`config.mk`:
```
export PLATFORM = sky130hd
export DESIGN_NAME = instruction_control_unit
export DESIGN_NICKNAME = d
export VERILOG_FILES = /design/src/icu_pkg.sv /design/src/instruction_control_unit.sv
export SDC_FILE = /design/constraint.sdc
export NUM_CORES = 1
export LEC_CHECK = 0
export ABC_AREA = 0
export BUFFER_PORTS_ARGS = -buffer_cell sky130_fd_sc_hd__buf_2
export CORE_MARGIN = 2
export CORE_UTILIZATION = 35
export CTS_BUF_LIST = sky130_fd_sc_hd__clkbuf_4
export CTS_CLUSTER_DIAMETER = 40
export CTS_CLUSTER_SIZE = 25
export DETAILED_ROUTE_END_ITERATION = 16
export GPL_ROUTABILITY_DRIVEN = 0
export HOLD_SLACK_MARGIN = 0.03
export PLACE_DENSITY = 0.56
export SLEW_MARGIN = 20
export SYNTH_ARGS = -nofsm -noshare
export SYNTH_HDL_FRONTEND = slang
export SYNTH_SLANG_ARGS = --single-unit
```
`constraint.sdc`:
```
create_clock -name clk -period 5.4 [get_ports clk]
set_input_delay 1.08 -clock clk [delete_from_list [all_inputs] [get_ports clk]]
set_output_delay 1.08 -clock clk [all_outputs]
set_load 0.01 [all_outputs]
```
`src/icu_pkg.sv`:
```
// Constants, types and register map of the instruction control unit
package icu_pkg;
  // Instruction word field placement
  localparam int ADDR_LSB = 0;
  localparam int IND_BIT = 16;
  localparam int XSEL_LSB = 17;
  localparam int CMD_LSB = 20;
  // Command code layout
  localparam int CLS_LSB = 10;
  localparam int BASIC_LSB = 4;
  localparam int MOD_IMM = 3;
  localparam int MOD_UNNORM = 2;
  localparam int MOD_SAVE = 1;
  localparam int MOD_CPL = 0;
  localparam logic [1:0] CLS_ARITH = 2'h0;
  localparam logic [1:0] CLS_LOGIC = 2'h1;
  localparam logic [1:0] CLS_FLAG = 2'h2;
  localparam logic [1:0] CLS_CTRL = 2'h3;
  // Flag and control operations (basic op field)
  localparam logic [5:0] OP_TEST = 6'h00;
  localparam logic [5:0] OP_SETF = 6'h01;
  localparam logic [5:0] OP_RSTF = 6'h02;
  localparam logic [5:0] OP_STF = 6'h03;
  localparam logic [5:0] OP_LDF = 6'h04;
  localparam logic [5:0] OP_SENSE = 6'h05;
  localparam logic [5:0] OP_FUNC = 6'h00;
  localparam logic [5:0] OP_LINK = 6'h01;
  // Flag register bit positions
  localparam int F_NULL = 0;
  localparam int F_POS = 1;
  localparam int F_NEG = 2;
  localparam int F_EXCESS = 3;
  localparam int F_MSB_OUT = 4;
  localparam int F_WAIT = 5;
  localparam int F_IRQ_ON = 6;
  localparam int F_PROG_LSB = 8;
  localparam logic [15:0] FLAGS_RST = 16'h0000;
  localparam logic [15:0] MASK_RST = 16'h0000;
  localparam logic [15:0] PC_RST = 16'h0000;
  // Interrupt vector bases and fixed lines
  localparam logic [15:0] INT_VEC = 16'h0020;
  localparam logic [15:0] EXT_VEC = 16'h0031;
  localparam int LINE_POWER = 0;
  localparam int LINE_PARITY = 1;
  // APB register byte offsets
  localparam logic [7:0] A_CTRL = 8'h00;
  localparam logic [7:0] A_PC = 8'h04;
  localparam logic [7:0] A_OPWORD = 8'h08;
  localparam logic [7:0] A_FLAGS = 8'h0c;
  localparam logic [7:0] A_IMASK = 8'h10;
  localparam logic [7:0] A_EMASK = 8'h14;
  localparam logic [7:0] A_EGRP = 8'h18;
  localparam logic [7:0] A_STATUS = 8'h1c;

  typedef struct packed {
    logic [11:0] command_code;
    logic [31:0] operand;
    logic [15:0] eff_addr;
    logic [4:0] byte_pos;
    logic unnorm;
    logic save_acc;
  } exec_cmd_s;

  typedef struct packed {
    logic [31:0] acc;
    logic overflow;
    logic carry;
  } exec_res_s;
endpackage : icu_pkg

```
`src/instruction_control_unit.sv`:
```
// Instruction sequencing, decode, addressing, flags and interrupt entry
`timescale 1ns/1ps
// What this block does
// RULE_01 - split word into address, indirect, index, command
// RULE_02 - run sequentially with opword and next_pc
// RULE_03 - immediate mode uses address part as operand
// RULE_04 - immediate operands and shifts are signed
// RULE_05 - command bits pick immediate and byte position
// RULE_06 - control ops address sense or function lines
// RULE_07 - multi-level indirection before operand fetch
// RULE_08 - effective address is index plus address part
// RULE_09 - selector zero means no indexing
// RULE_10 - indexing applied at every indirect level
// RULE_11 - command is basic operation plus modifier
// RULE_12 - unnormalized and save-accumulator modifiers
// RULE_13 - sixteen flags reflect end-of-instruction state
// RULE_14 - test, set, reset, branch, complement test
// RULE_15 - null, pos, neg from accumulator sign
// RULE_16 - sticky excess, msb_out is top carry
// RULE_17 - wait_state, irq_on, eight console flags
// RULE_18 - sense test reports high line on null
// RULE_19 - program can store the flag register
// RULE_20 - sixteen internal, 256 external interrupt lines
// RULE_21 - fixed priority, power first, parity next
// RULE_22 - interrupt between instructions, fetch errors early
// RULE_23 - irq_on gates all but power failure
// RULE_24 - fixed field placement in the word
module instruction_control_unit (
  // Clock and reset
  input wire logic clk,
  input wire logic sys_rst,
  // APB slave
  input wire logic psel,
  input wire logic penable,
  input wire logic pwrite,
  input wire logic [7:0] paddr,
  input wire logic [31:0] pwdata,
  output logic [31:0] prdata,
  output logic pready,
  output logic pslverr,
  // Memory bank port
  output logic mem_req,
  output logic mem_we,
  output logic [15:0] mem_addr,
  output logic [31:0] mem_wdata,
  input wire logic mem_ack,
  input wire logic [31:0] mem_rdata,
  input wire logic mem_parity_err,
  // Arithmetic datapath
  output logic exec_start,
  output icu_pkg::exec_cmd_s exec_cmd,
  input wire logic exec_done,
  input wire icu_pkg::exec_res_s exec_res,
  input wire logic [15:0] acc_index,
  // Sense and function lines, I/O bus
  output logic io_strobe,
  output logic [15:0] io_addr,
  input wire logic sense_level,
  input wire logic io_busy,
  // Interrupt lines and console
  input wire logic [15:0] int_lines,
  input wire logic [255:0] ext_lines,
  input wire logic [7:0] console_flags,
  output logic int_ack,
  output logic [8:0] int_id
);
  import icu_pkg::*;

  typedef enum logic [3:0] {
    S_IDLE, S_INTCHK, S_FETCH, S_INDEX, S_INDIR, S_DISP,
    S_OPND, S_EXEC, S_WRITE
  } state_e;

  typedef struct packed {
    state_e st;
    logic run;
    logic trap;
    logic [15:0] next_pc;
    logic [31:0] opword;
    logic [15:0] ea;
    logic [2:0] xsel;
    logic ind;
    logic [15:0] flags;
    logic [15:0] imask;
    logic [15:0] emask;
    logic [15:0] egrp;
    logic mem_req;
    logic mem_we;
    logic [15:0] mem_addr;
    logic [31:0] mem_wdata;
    logic exec_start;
    exec_cmd_s cmd;
    logic io_strobe;
    logic int_ack;
    logic [8:0] int_id;
    logic [31:0] prdata;
    logic pready;
    logic pslverr;
  } state_s;

  state_s r_reg, r_next;

  // RULE_01 field split
  // RULE_24 fixed bit positions
  logic [11:0] cmd_code;
  logic [1:0] cls;
  logic [5:0] basic;
  logic [15:0] addr_part;
  assign cmd_code = r_reg.opword[CMD_LSB +: 12];
  assign cls = cmd_code[CLS_LSB +: 2];
  assign basic = cmd_code[BASIC_LSB +: 6];
  assign addr_part = r_reg.opword[ADDR_LSB +: 16];

  // Lowest-numbered active line wins in each group
  function automatic logic [4:0] first_set(input logic [15:0] v);
    logic [4:0] idx;
    idx = 5'h10;
    for (int i = 15; i >= 0; i--) begin
      if (v[i]) begin
        idx = 5'(i);
      end
    end
    return idx;
  endfunction : first_set

  // RULE_20 per-group request vectors
  logic [16:0] grp_any;
  logic [15:0] grp_vec [17];
  genvar g;
  generate
    for (g = 0; g < 17; g++) begin : gen_grp
      if (g == 0) begin : gen_int
        // RULE_23 power line bypasses enable
        assign grp_vec[g] = int_lines & r_reg.imask &
          (r_reg.flags[F_IRQ_ON] ? 16'hffff : 16'h0001);
      end else if (g == 1) begin : gen_ext1
        assign grp_vec[g] = ext_lines[15:0] & r_reg.emask &
          {16{r_reg.flags[F_IRQ_ON]}};
      end else begin : gen_extn
        assign grp_vec[g] = ext_lines[(g-1)*16 +: 16] &
          {16{r_reg.flags[F_IRQ_ON] & r_reg.egrp[g-1]}};
      end
      assign grp_any[g] = |grp_vec[g];
    end
  endgenerate

  // RULE_21 group zero first, then external groups in order
  logic irq_hit;
  logic [8:0] irq_line;
  always_comb begin
    irq_hit = 1'b0;
    irq_line = 9'h000;
    for (int k = 16; k >= 0; k--) begin
      if (grp_any[k]) begin
        irq_hit = 1'b1;
        irq_line = 9'(k * 16) + 9'(first_set(grp_vec[k]));
      end
    end
  end

  // Interrupt location: internal block, then external block
  logic [15:0] irq_vec;
  assign irq_vec = (irq_line < 9'h010) ? INT_VEC + 16'(irq_line) :
    EXT_VEC + 16'(irq_line - 9'h010);

  // RULE_15 accumulator sign flags from datapath result
  logic res_zero;
  assign res_zero = (exec_res.acc == 32'h0000_0000);

  logic apb_wr;
  logic apb_done;
  assign apb_done = psel & penable & r_reg.pready;
  assign apb_wr = apb_done & pwrite;

  logic [3:0] fsel;
  logic ftest;
  assign fsel = addr_part[3:0];
  // RULE_14 complement test via modifier bit
  assign ftest = r_reg.flags[fsel] ^ cmd_code[MOD_CPL];

  always_comb begin
    r_next = r_reg;
    r_next.exec_start = 1'b0;
    r_next.io_strobe = 1'b0;
    r_next.int_ack = 1'b0;

    case (r_reg.st)
      S_IDLE: begin
        if (r_reg.run) begin
          r_next.st = S_INTCHK;
        end
      end
      // RULE_22 break in only between instructions
      S_INTCHK: begin
        if (!r_reg.run) begin
          r_next.st = S_IDLE;
        end else begin
          r_next.st = S_FETCH;
          r_next.mem_req = 1'b1;
          r_next.mem_we = 1'b0;
          r_next.mem_addr = r_reg.next_pc;
          r_next.trap = 1'b0;
          // Trap instruction itself is not interruptible
          if (irq_hit && !r_reg.trap) begin
            r_next.mem_addr = irq_vec;
            r_next.trap = 1'b1;
            r_next.int_ack = 1'b1;
            r_next.int_id = irq_line;
          end
        end
      end
      // RULE_02 fetch into opword, advance next_pc
      S_FETCH: begin
        if (!r_reg.mem_req) begin
          // Parity refetch, one idle cycle after the ack
          r_next.mem_req = 1'b1;
        end else if (mem_ack) begin
          r_next.mem_req = 1'b0;
          r_next.opword = mem_rdata;
          r_next.ea = mem_rdata[ADDR_LSB +: 16];
          r_next.xsel = mem_rdata[XSEL_LSB +: 3];
          r_next.ind = mem_rdata[IND_BIT];
          r_next.st = S_INDEX;
          if (!r_reg.trap) begin
            r_next.next_pc = r_reg.next_pc + 16'h0001;
          end
          // RULE_22 fetch parity interrupts before execution
          if (mem_parity_err && r_reg.flags[F_IRQ_ON] &&
              r_reg.imask[LINE_PARITY] && !r_reg.trap) begin
            r_next.next_pc = r_reg.next_pc;
            r_next.mem_addr = INT_VEC + 16'(LINE_PARITY);
            r_next.trap = 1'b1;
            r_next.int_ack = 1'b1;
            r_next.int_id = 9'(LINE_PARITY);
            r_next.st = S_FETCH;
          end
        end
      end
      S_INDEX: begin
        // RULE_09 selector zero skips modification
        if (r_reg.xsel == 3'h0) begin
          r_next.st = r_reg.ind ? S_INDIR : S_DISP;
        end else if (r_reg.xsel == 3'h1) begin
          // RULE_08 accumulator serves as the first index
          r_next.ea = r_reg.ea + acc_index;
          r_next.st = r_reg.ind ? S_INDIR : S_DISP;
        end else if (!r_reg.mem_req) begin
          r_next.mem_req = 1'b1;
          r_next.mem_we = 1'b0;
          r_next.mem_addr = 16'(r_reg.xsel);
        end else if (mem_ack) begin
          // RULE_08 two's complement index sum
          r_next.mem_req = 1'b0;
          r_next.ea = r_reg.ea + mem_rdata[15:0];
          r_next.st = r_reg.ind ? S_INDIR : S_DISP;
        end
      end
      // RULE_07 chain indirect words until the bit clears
      S_INDIR: begin
        if (!r_reg.mem_req) begin
          r_next.mem_req = 1'b1;
          r_next.mem_we = 1'b0;
          r_next.mem_addr = r_reg.ea;
        end else if (mem_ack) begin
          r_next.mem_req = 1'b0;
          r_next.ea = mem_rdata[ADDR_LSB +: 16];
          r_next.ind = mem_rdata[IND_BIT];
          // RULE_10 each level is indexed again
          r_next.xsel = mem_rdata[XSEL_LSB +: 3];
          r_next.st = S_INDEX;
        end
      end
      // RULE_11 class and basic op with modifier bits
      S_DISP: begin
        r_next.st = S_INTCHK;
        r_next.cmd.command_code = cmd_code;
        r_next.cmd.eff_addr = r_reg.ea;
        // RULE_05 byte position from command bits
        r_next.cmd.byte_pos = basic[4:0];
        // RULE_12 unnormalized and save modifiers
        r_next.cmd.unnorm = cmd_code[MOD_UNNORM];
        r_next.cmd.save_acc = cmd_code[MOD_SAVE];
        case (cls)
          CLS_ARITH, CLS_LOGIC: begin
            if (cmd_code[MOD_IMM]) begin
              // RULE_03 effective address is the operand
              // RULE_04 sign extended two's complement
              r_next.cmd.operand = {{16{r_reg.ea[15]}}, r_reg.ea};
              r_next.exec_start = 1'b1;
              r_next.st = S_EXEC;
            end else begin
              r_next.mem_req = 1'b1;
              r_next.mem_we = 1'b0;
              r_next.mem_addr = r_reg.ea;
              r_next.st = S_OPND;
            end
          end
          CLS_FLAG: begin
            case (basic)
              // RULE_14 branch on tested flag
              OP_TEST: begin
                if (ftest) begin
                  r_next.next_pc = r_reg.ea;
                end
              end
              OP_SETF: r_next.flags[fsel] = 1'b1;
              OP_RSTF: r_next.flags[fsel] = 1'b0;
              // RULE_19 store flags to memory
              OP_STF: begin
                r_next.mem_req = 1'b1;
                r_next.mem_we = 1'b1;
                r_next.mem_addr = r_reg.ea;
                r_next.mem_wdata = {16'h0000, r_reg.flags};
                r_next.st = S_WRITE;
              end
              OP_LDF: begin
                r_next.mem_req = 1'b1;
                r_next.mem_we = 1'b0;
                r_next.mem_addr = r_reg.ea;
                r_next.st = S_OPND;
              end
              // RULE_18 null reports a high sense line
              OP_SENSE: r_next.flags[F_NULL] = sense_level;
              default: r_next.st = S_INTCHK;
            endcase
          end
          default: begin
            case (basic)
              // RULE_06 effective address names the line
              OP_FUNC: begin
                r_next.io_strobe = 1'b1;
                // RULE_17 busy line lands in wait_state
                r_next.flags[F_WAIT] = io_busy;
              end
              // Link stores return address, enters ea plus one
              OP_LINK: begin
                r_next.mem_req = 1'b1;
                r_next.mem_we = 1'b1;
                r_next.mem_addr = r_reg.ea;
                r_next.mem_wdata = {16'h0000, r_reg.next_pc};
                r_next.next_pc = r_reg.ea + 16'h0001;
                r_next.st = S_WRITE;
              end
              default: r_next.st = S_INTCHK;
            endcase
          end
        endcase
      end
      S_OPND: begin
        if (mem_ack) begin
          r_next.mem_req = 1'b0;
          if (cls == CLS_FLAG) begin
            r_next.flags = mem_rdata[15:0];
            r_next.st = S_INTCHK;
          end else begin
            r_next.cmd.operand = mem_rdata;
            r_next.exec_start = 1'b1;
            r_next.st = S_EXEC;
          end
        end
      end
      // RULE_13 flags settle as the instruction ends
      S_EXEC: begin
        if (exec_done) begin
          r_next.flags[F_NULL] = res_zero;
          r_next.flags[F_POS] = !exec_res.acc[31] && !res_zero;
          r_next.flags[F_NEG] = exec_res.acc[31];
          // RULE_16 sticky excess, carry copied
          r_next.flags[F_EXCESS] = r_reg.flags[F_EXCESS] |
            exec_res.overflow;
          r_next.flags[F_MSB_OUT] = exec_res.carry;
          r_next.st = S_INTCHK;
        end
      end
      S_WRITE: begin
        if (mem_ack) begin
          r_next.mem_req = 1'b0;
          r_next.mem_we = 1'b0;
          r_next.st = S_INTCHK;
        end
      end
      default: r_next.st = S_IDLE;
    endcase

    // APB: answer prepared in setup, completed in first access cycle
    r_next.pready = 1'b0;
    r_next.pslverr = 1'b0;
    if (psel && !penable) begin
      r_next.pready = 1'b1;
      r_next.prdata = 32'h0000_0000;
      case (paddr)
        A_CTRL: r_next.prdata = {31'h0, r_reg.run};
        A_PC: r_next.prdata = {16'h0, r_reg.next_pc};
        A_OPWORD: r_next.prdata = r_reg.opword;
        A_FLAGS: r_next.prdata = {16'h0, r_reg.flags};
        A_IMASK: r_next.prdata = {16'h0, r_reg.imask};
        A_EMASK: r_next.prdata = {16'h0, r_reg.emask};
        A_EGRP: r_next.prdata = {16'h0, r_reg.egrp};
        A_STATUS: r_next.prdata = {19'h0, r_reg.int_id,
          r_reg.st};
        default: r_next.pslverr = 1'b1;
      endcase
    end
    if (apb_wr) begin
      case (paddr)
        A_CTRL: r_next.run = pwdata[0];
        A_PC: begin
          // Only a stopped sequencer may be redirected
          if (r_reg.st == S_IDLE) begin
            r_next.next_pc = pwdata[15:0];
          end
        end
        // Hardware sets win over the write
        A_FLAGS: r_next.flags = pwdata[15:0] |
          (r_next.flags & ~r_reg.flags);
        A_IMASK: r_next.imask = pwdata[15:0];
        A_EMASK: r_next.emask = pwdata[15:0];
        A_EGRP: r_next.egrp = pwdata[15:0];
        default: r_next.run = r_next.run;
      endcase
    end
    // RULE_17 console sets programmer flags; set wins
    r_next.flags[F_PROG_LSB +: 8] = r_next.flags[F_PROG_LSB +: 8] |
      console_flags;
  end

  always_ff @(posedge clk) begin
    if (sys_rst) begin
      r_reg <= '0;
      r_reg.st <= S_IDLE;
      r_reg.next_pc <= PC_RST;
      r_reg.flags <= FLAGS_RST;
      r_reg.imask <= MASK_RST;
      r_reg.emask <= MASK_RST;
    end else begin
      r_reg <= r_next;
    end
  end

  assign prdata = r_reg.prdata;
  assign pready = r_reg.pready;
  assign pslverr = r_reg.pslverr;
  assign mem_req = r_reg.mem_req;
  assign mem_we = r_reg.mem_we;
  assign mem_addr = r_reg.mem_addr;
  assign mem_wdata = r_reg.mem_wdata;
  assign exec_start = r_reg.exec_start;
  assign exec_cmd = r_reg.cmd;
  assign io_strobe = r_reg.io_strobe;
  assign io_addr = r_reg.ea;
  assign int_ack = r_reg.int_ack;
  assign int_id = r_reg.int_id;
endmodule : instruction_control_unit

```
==> results of run 1 <==
[final cells by class]
type                    instances  area, sq um
fillers                      6340        34130
flip-flops and latches        278         5567
inverters                      69        259.0
multi-input cells            2221        12840
clock inverters                38        473.0
repair buffers                628         3327
clock buffers                  46        345.3
diodes                          7        17.52
well taps                     765        957.2
[per-layer routing]
metal  vias up  share of wire, %  global-route usage, %
li1      11171                 -                      -
met1     11153                45                  41.62
met2      1129                43                  43.68
met3       157               9.1                  5.654
met4         2               3.3                  10.40
met5         -             0.014                      0
[critical path: stages, from the launching register on]
cell and delay, ns:
dfxtp_2 0.65, buf_4 0.30, nand2_1 0.23, or2_1 0.30, o41ai_1 0.40, a221oi_1 0.14
a211oi_1 0.45, nor2b_1 0.09, a311oi_1 0.70, ha_1 0.30, nand2_1 0.06, o21a_1 0.20
or3_1 0.38, a211oi_1 0.22
[Yosys cell counts (40+ instances only)]
library cell	n	area, sq um
clkbuf_1	163	611.8
nor4_1	55	344.1
a31oi_1	40	250.2
buf_4	173	1299
nand3_1	74	370.4
nor2_1	346	1299
nor3_1	64	320.3
dfxtp_1	278	5565
a21oi_1	303	1516
o21ai_0	129	645.6
inv_1	67	251.5
a22oi_1	42	315.3
nand2_1	447	1678
a211oi_1	87	653.1
[final timing paths]
path / from / to / slack, ns / depth (start not counted)
max: r_reg[217] / mem_addr[8] / 0.83 / 13
min: prdata[26] / prdata[26] / 0.46 / 2
max reg2reg: r_reg[217] / mem_addr[8] / 0.83 / 13
min reg2reg: prdata[26] / prdata[26] / 0.46 / 2
[stage by stage]
stage / util (%) / total power [mW] / setup slack (ns) / instances
floorplan: - / 3.556 / 1.011 / 2937
global placement: 39.62 / 4.203 / 0.4355 / 3961
detailed placement: 39.62 / 4.206 / 0.3998 / 3961
CTS: 41.03 / 6.079 / 0.8733 / 4045
global route: 41.07 / 6.374 / 0.4956 / 4051
finish: 41.08 / 6.078 / 0.8277 / 4052
[power by group through the flow]
| stage | clock (mW) | combinational, mW | sequential, mW |
|---|---|---|---|
| 3_3_place_gp | 0 | 1.80 | 2.41 |
| 4_1_cts | 1.91 | 1.80 | 2.36 |
| 2_1_floorplan | 0 | 1.26 | 2.29 |
| 3_5_place_dp | 0 | 1.80 | 2.41 |
| 6_report | 1.88 | 1.83 | 2.37 |
| 5_1_grt | 2.00 | 1.99 | 2.38 |
[kinds of logic after synthesis]
kind of cell,share of synthesized area [%]
flip-flops,27.00
other,0.01819
XOR/XNOR,1.360
AO/OA/AOI/OAI,30.52
buffers and inverters,11.30
AND/OR/NAND/NOR,25.31
multiplexers,2.944
adder cells (fa/ha/maj),1.554
==> metrics.md, run 1 <==
| Metric | Value |
|---|---|
| Hold_ws | 0.4555 ns |
| Run status | complete, no violations |
| Worst-case clock buffer depth | 3 |
| Clock Sinks | 278 |
| Sw Share | 38.96% |
| # H-tree levels | 2 |
| Register share of total power | 38.9% |
| #FFs+latches synth | 278 |
| EDFF count, synth | 0 |
| Final-report hold violation count | 0 |
| CTS root buf | clkbuf_4 |
| TritonCTS Buffers | 45 |
| Total Neg Setup Slack | 0 ns |
| Pre-antenna DRT Iters | 7 |
| CP required | 6.09 ns |
| Cells after synthesis | 2922 |
| Peak VDD IR | 143.7 uV |
| Max-cap violations | 0 |
| Share of layout cells above drive strength 1 | 24.57% |
| Die Width | 246.7 um |
| Post-route clock period utilization | 84.67% |
| Startpoint types | flip-flop |
| Max FFs per register | 94 |
| Logic gate share of total power | 30.1% |
| Drc violations | 0 |
| Post-CTS resize count | 0 |
| P_sw | 2.368 mW |
| Register area share after synthesis | 27.00% |
| Top FF cell, synth | dfxtp_1 |
| Initial antenna violation count | 7 |
| RSZ-0062 raised after global routing | false |
| Total GRT Usage | 29.26% |
| First-pass GRT wire length | 136.3 mm |
| Setup bufs post-CTS | 0 |
| Commonest non-fill, non-tap cell in the layout | buf_2 |
| Final wirelength | 93.11 mm |
| Die area | 60860 sq um |
| Syn Area/Cell | 7.055 sq um |
| PortBufs | 558 |
| Syn Std Cell Area | 20610 sq um |
| Die Height | 246.7 um |
| Netlist cell types | 90 |
| Final setup viols | 0 |
| Cts hold-fix bufs | 0 |
| CTS tree | done |
| Core area | 57920 sq um |
| Mean routed wirelength per cell | 22.98 um |
| Fin crit period | 4.572 ns |
| Initial Utilization | 35.59% |
| Leak Pwr | 9.118 nW |
| Slew Limit Fails | 0 |
| Pin count of the biggest net entering global routing | 84 |
| 1st-iter DRT viols | 2660 |
| Vias post-DR | 23612 |
| Worst-Skew Late Latency | 0.84 ns |
| Yosys warns | 0 |
| Crit Path Max Fanout | 16 |
| I/O pins | 591 |
| Area Overhead vs Synth | 15.40% |
| Final HPWL DP | 71.83 mm |
| Internal power | 3.710 mW |
| PwrDens | 255.5 nW/um^2 |
| Most frequent cells in the layout | 557 x buf_2, 447 x nand2_1, 342 x nor2_1 |
| Clock Power Share | 30.9% |
| Fmax | 218.7 MHz |
| Design Area, Final | 23790 sq um |
| FFs w/ async S/R, synth | 0% |
| Final net count | 3680 |
| Rel. slew slack | 28.37% |
| Placed cell areas | 22940 sq um |
| Vias in the first global route | 21426 |
| HP Class | flip-flop to flip-flop |
| Site row count | 88 |
| Clock Skews | 0.1104 ns |
| CP arrival | 5.27 ns |
| Worst Setup End Kind | flip-flop |
| Slew of the pin with the lowest slew margin | 1.074 ns |
| Worst-path clk slew | 0.12 ns |
| Grt total ovfl | 0 |
| Post-DRT Antenna Nets | 0 |
| Vias per cell | 5.827 |
| Critical path class | flip-flop to flip-flop |
(Power assumes the default switching activity.)
==> run 2: changes to the inputs <==
--- a/config.mk
+++ b/config.mk
@@ -5,7 +5,7 @@
 export SDC_FILE = /design/constraint.sdc
 export NUM_CORES = 1
 export LEC_CHECK = 0
-export ABC_AREA = 0
+export ABC_AREA = 1
 export BUFFER_PORTS_ARGS = -buffer_cell sky130_fd_sc_hd__buf_2
 export CORE_MARGIN = 2
 export CORE_UTILIZATION = 35
@@ -15,7 +15,7 @@
 export DETAILED_ROUTE_END_ITERATION = 16
 export GPL_ROUTABILITY_DRIVEN = 0
 export HOLD_SLACK_MARGIN = 0.03
-export PLACE_DENSITY = 0.56
+export PLACE_DENSITY = 0.57
 export SLEW_MARGIN = 20
 export SYNTH_ARGS = -nofsm -noshare
 export SYNTH_HDL_FRONTEND = slang
==> constraint.sdc (replaced) <==
create_clock -name clk -period 4.2 [get_ports clk]
set_input_delay 0.84 -clock clk [delete_from_list [all_inputs] [get_ports clk]]
set_output_delay 0.84 -clock clk [all_outputs]
set_load 0.01 [all_outputs]
==> run 2 against run 1 <==
  * First-iteration DRC count shrank 14%
  * Synthesized cell count grew 18%
  * Clock skew shrank 0.058 ns
  * Power shrank 11%
  * Routed wire length grew 2.7%
  * Clock power grew 16%
  * Sequential share of layout area shrank 0.74 points
  * Register-to-register slack lost 0.48 ns
  * Maximum frequency grew 19%
  * Non-clock buffer count grew 21
  * Combinational power shrank 71%
==> metrics.md, run 2 <==
| Metric | Value |
|---|---|
| Vias per cell | 5.340 (was 5.827) |
| Rel. slew slack | 36.19% (was 28.37%) |
| Critical path class | flip-flop to flip-flop (unchanged) |
| Worst-Skew Late Latency | 0.83 ns (was 0.84 ns) |
| Max FFs per register | 94 (unchanged) |
| Grt total ovfl | 0 (unchanged) |
| Pre-antenna DRT Iters | 6 (was 7) |
| Footprint of the multi-input gates | 12400 sq um (was 12840 sq um) |
| Internal power | 3.794 mW (was 3.710 mW) |
| Peak VDD IR | 175.0 uV (was 143.7 uV) |
| Mean routed wirelength per cell | 20.51 um (was 22.98 um) |
| CP required | 4.88 ns (was 6.09 ns) |
| Drc violations | 0 (unchanged) |
| HP Class | input pin to flip-flop (was flip-flop to flip-flop) |
| Worst-case clock buffer depth | 3 (unchanged) |
| Yosys warns | 0 (unchanged) |
| Initial antenna violation count | 15 (was 7) |
| Cells after synthesis | 3442 (was 2922) |
| Delay-heaviest family, CP | compound AO/OA/AOI/OAI gates (unchanged) |
| WL met2 | 43.47 mm (was 39.96 mm) |
| CTS root buf | clkbuf_4 (unchanged) |
| FFs w/ async S/R, synth | 0% (unchanged) |
| Worst Setup End Kind | flip-flop (unchanged) |
| Final-report hold violation count | 0 (unchanged) |
| Leak Pwr | 11.62 nW (was 9.118 nW) |
| Netlist cell types | 65 (was 90) |
| EDFF count, synth | 0 (unchanged) |
| Post-DRT Antenna Nets | 0 (unchanged) |
| Site row count | 90 (was 88) |
| Fin crit period | 3.848 ns (was 4.572 ns) |
| Clock Power Share | 40.5% (was 30.9%) |
| CP arrival | 4.53 ns (was 5.27 ns) |
| Syn Std Cell Area | 21200 sq um (was 20610 sq um) |
| Clock Sinks | 278 (unchanged) |
| Final HPWL DP | 76.26 mm (was 71.83 mm) |
| Fmax | 259.8 MHz (was 218.7 MHz) |
| Post-route clock period utilization | 91.63% (was 84.67%) |
| Die Height | 250.1 um (was 246.7 um) |
| Critical path endpoint | mem_addr[1] (was mem_addr[8]) |
| # H-tree levels | 2 (unchanged) |
| Total GRT Usage | 28.94% (was 29.26%) |
| Vias in the first global route | 22771 (was 21426) |
| Worst Slack Setup Final | 0.3515 ns (was 0.8277 ns) |
| Vias post-DR | 24890 (was 23612) |
| Slew Limit Fails | 0 (unchanged) |
| Die area | 62560 sq um (was 60860 sq um) |
| Startpoint types | flip-flop (unchanged) |
| Final net count | 4268 (was 3680) |
| Worst setup path startpoint | r_reg[217] (unchanged) |
| Wl on met1 | 38.97 mm (was 41.58 mm) |
| Top FF cell, synth | dfxtp_1 (unchanged) |
| Final setup viols | 0 (unchanged) |
| Yosys top cell area share | 26.25% (was 27.00%) |
| PortBufs | 558 (unchanged) |
| Logic gate share of total power | 9.9% (was 30.1%) |
| Worst-path clk slew | 0.13 ns (was 0.12 ns) |
| Register share of total power | 49.6% (was 38.9%) |
| Post-synth top area cell | dfxtp_1 (unchanged) |
| Place WS | 0.01147 ns (was 0.3998 ns) |
| R2R Path Start | r_reg[217] (unchanged) |
| Area Overhead vs Synth | 15.96% (was 15.40%) |
| 1st-iter DRT viols | 2294 (was 2660) |
| Clock Skews | 0.05285 ns (was 0.1104 ns) |
| Pin count of the biggest net entering global routing | 89 (was 84) |
| Worst flop-to-flop path endpoint | mem_addr[1] (was mem_addr[8]) |
| I/O pins | 591 (unchanged) |
| Fillers | 6666 (was 6340) |
| Routed wl met3 | 8.255 mm (was 8.450 mm) |
| Cts hold-fix bufs | 0 (unchanged) |
| Most frequent cells in the layout | 864 x nand2_1, 557 x buf_2, 387 x o21ai_0 (was 557 x buf_2, 447 x nand2_1, 342 x nor2_1) |
| Max-cap violations | 0 (unchanged) |
| Final wirelength | 95.59 mm (was 93.11 mm) |
| Ranking of synthesized cells by area | dfxtp_1 26%, nand2_1 15%, o21ai_0 9.2% (was dfxtp_1 27%, nand2_1 8.1%, a21oi_1 7.4%) |
| R2R depth | 29 (was 13) |
| Max stage delay cell, worst path | dfxtp_4 (was a311oi_1) |
| Initial Utilization | 35.26% (was 35.59%) |
| Sw Share | 29.89% (was 38.96%) |
| #FFs+latches synth | 278 (unchanged) |
| CP peak stage delay | 0.42 ns (was 0.70 ns) |
| Cell mode on critical path | a21oi_1 |
| Most frequent cell after synthesis | nand2_1 (unchanged) |
| Die Width | 250.1 um (was 246.7 um) |
| Crit Path Max Fanout | 12 (was 16) |
| Uppermost metal layer occupied by signal nets | met5 (unchanged) |
| Core area | 60130 sq um (was 57920 sq um) |
| Commonest non-fill, non-tap cell in the layout | nand2_1 (was buf_2) |
| TritonCTS Buffers | 49 (was 45) |
| Register area share after synthesis | 26.25% (was 27.00%) |
| P_sw | 1.617 mW (was 2.368 mW) |
| Placed Instances | 4560 (was 3961) |
| PwrDens | 220.1 nW/um^2 (was 255.5 nW/um^2) |
| First-pass GRT wire length | 139.2 mm (was 136.3 mm) |
| Slew of the pin with the lowest slew margin | 0.9548 ns (was 1.074 ns) |
| Worst Path Buf+Inv | 6 (was 1) |
| Register Area | 5570 sq um (was 5567 sq um) |
| Synth top cells by count | 864 x nand2_1, 391 x o21ai_0, 321 x inv_1 (was 447 x nand2_1, 346 x nor2_1, 303 x a21oi_1) |
| Share of layout cells above drive strength 1 | 22.17% (was 24.57%) |
| WP depth | 29 (was 13) |
| Final Non-Filler Cells | 4661 (was 4052) |
| Syn Area/Cell | 6.159 sq um (was 7.055 sq um) |
| CTS tree | done (unchanged) |
| Run status | complete, no violations (unchanged) |
| R2R Setup Slk | 0.35 ns (was 0.83 ns) |
-- run 2: changes by cell type in the layout (fill, tap and decap cells not counted), sizes merged, moves of 26 or more --
| cell | delta |
|---|---|
| a22o | -37 |
| a211oi | -57 |
| nor4 | -40 |
| nand2b | -26 |
| nor3 | -37 |
| o21ai | +333 |
| inv | +280 |
| nor2 | -46 |
| nand2 | +445 |
| mux2i | -28 |
-- run 2: worst min path at each step --
| stage | from | endpoint | slack (ns) | depth (start not counted) |
|---|---|---|---|---|
| global placement | mem_wdata[8] | mem_wdata[8] | 0.43 | 2 |
| finish | mem_rdata[29] | basic[5] | 0.26 | 3 |
| floorplan | mem_wdata[0] | mem_wdata[0] | 0.42 | 2 |
| detailed placement | mem_wdata[5] | mem_wdata[5] | 0.44 | 2 |
| global route | mem_rdata[29] | basic[5] | 0.21 | 3 |
| CTS | mem_rdata[29] | basic[5] | 0.19 | 3 |
-- run 2: cell type report --
type | count | share of cell area, %
inverter | 362 | 5.608
sequential | 278 | 22.66
antenna | 13 | 0.1323
clock inverter | 34 | 1.389
timing repair buffer | 649 | 14.21
tap | 782 | 3.980
clock buffer | 52 | 1.588
multi-input combinational | 2491 | 50.43
-- run 2: cells by family after synthesis --
| kind of cell | share of synthesized area (%) |
|---|---|
| AOI/OAI and AO/OA | 28.43 |
| adders and majority gates | 1.511 |
| and+or+nand+nor | 27.35 |
| buffers and inverters | 15.86 |
| DFF | 26.25 |
| xor gates and xnor gates | 0.5784 |
| other | 0.01769 |
-- run 2: stage by stage --
step                      hold slack (ns)  total power, mW  instance area (sq um)   TNS [ns]  utilization [%]
after floorplan                    0.4240            2.950                  21260          0                -
final                              0.2613            5.411                  24580          0            40.88
after global placement             0.4316            3.270                  23750  -0.004615            39.49
after global routing               0.2080            5.628                  24570  -0.002267            40.87
after detailed placement           0.4350            3.271                  23750          0            39.49
after CTS                          0.1948            5.466                  24480          0            40.71
-- run 2: what timing repair did --
| action | CTS | global route |
|---|---|---|
| endpoints found under the setup margin | 0 | 19 |
| setup buffers | 0 | 2 |
| resized for setup | 0 | 25 |
-- run 2: power by group through the flow --
| stage | logic [mW] | clock network, mW | registers (mW) |
|---|---|---|---|
| global route | 0.581 | 2.36 | 2.69 |
| detailed placement | 0.529 | 0 | 2.74 |
| global placement | 0.528 | 0 | 2.74 |
| finish | 0.536 | 2.19 | 2.68 |
| floorplan | 0.213 | 0 | 2.74 |
| CTS | 0.532 | 2.25 | 2.68 |
-- run 2: metal layers --
layer | GRT usage (%) | vias to the layer above
met5 | 0 | -
met3 | 5.653 | 211
met1 | 36.50 | 11304
li1 | - | 12216
met2 | 47.45 | 1149
met4 | 13.62 | 10
-- run 2: tightest hold or removal path, delay by kind of cell --
family	cells	cell delay (ns)
and+or+nand+nor	2	0.14
buffers and inverters	1	0.09
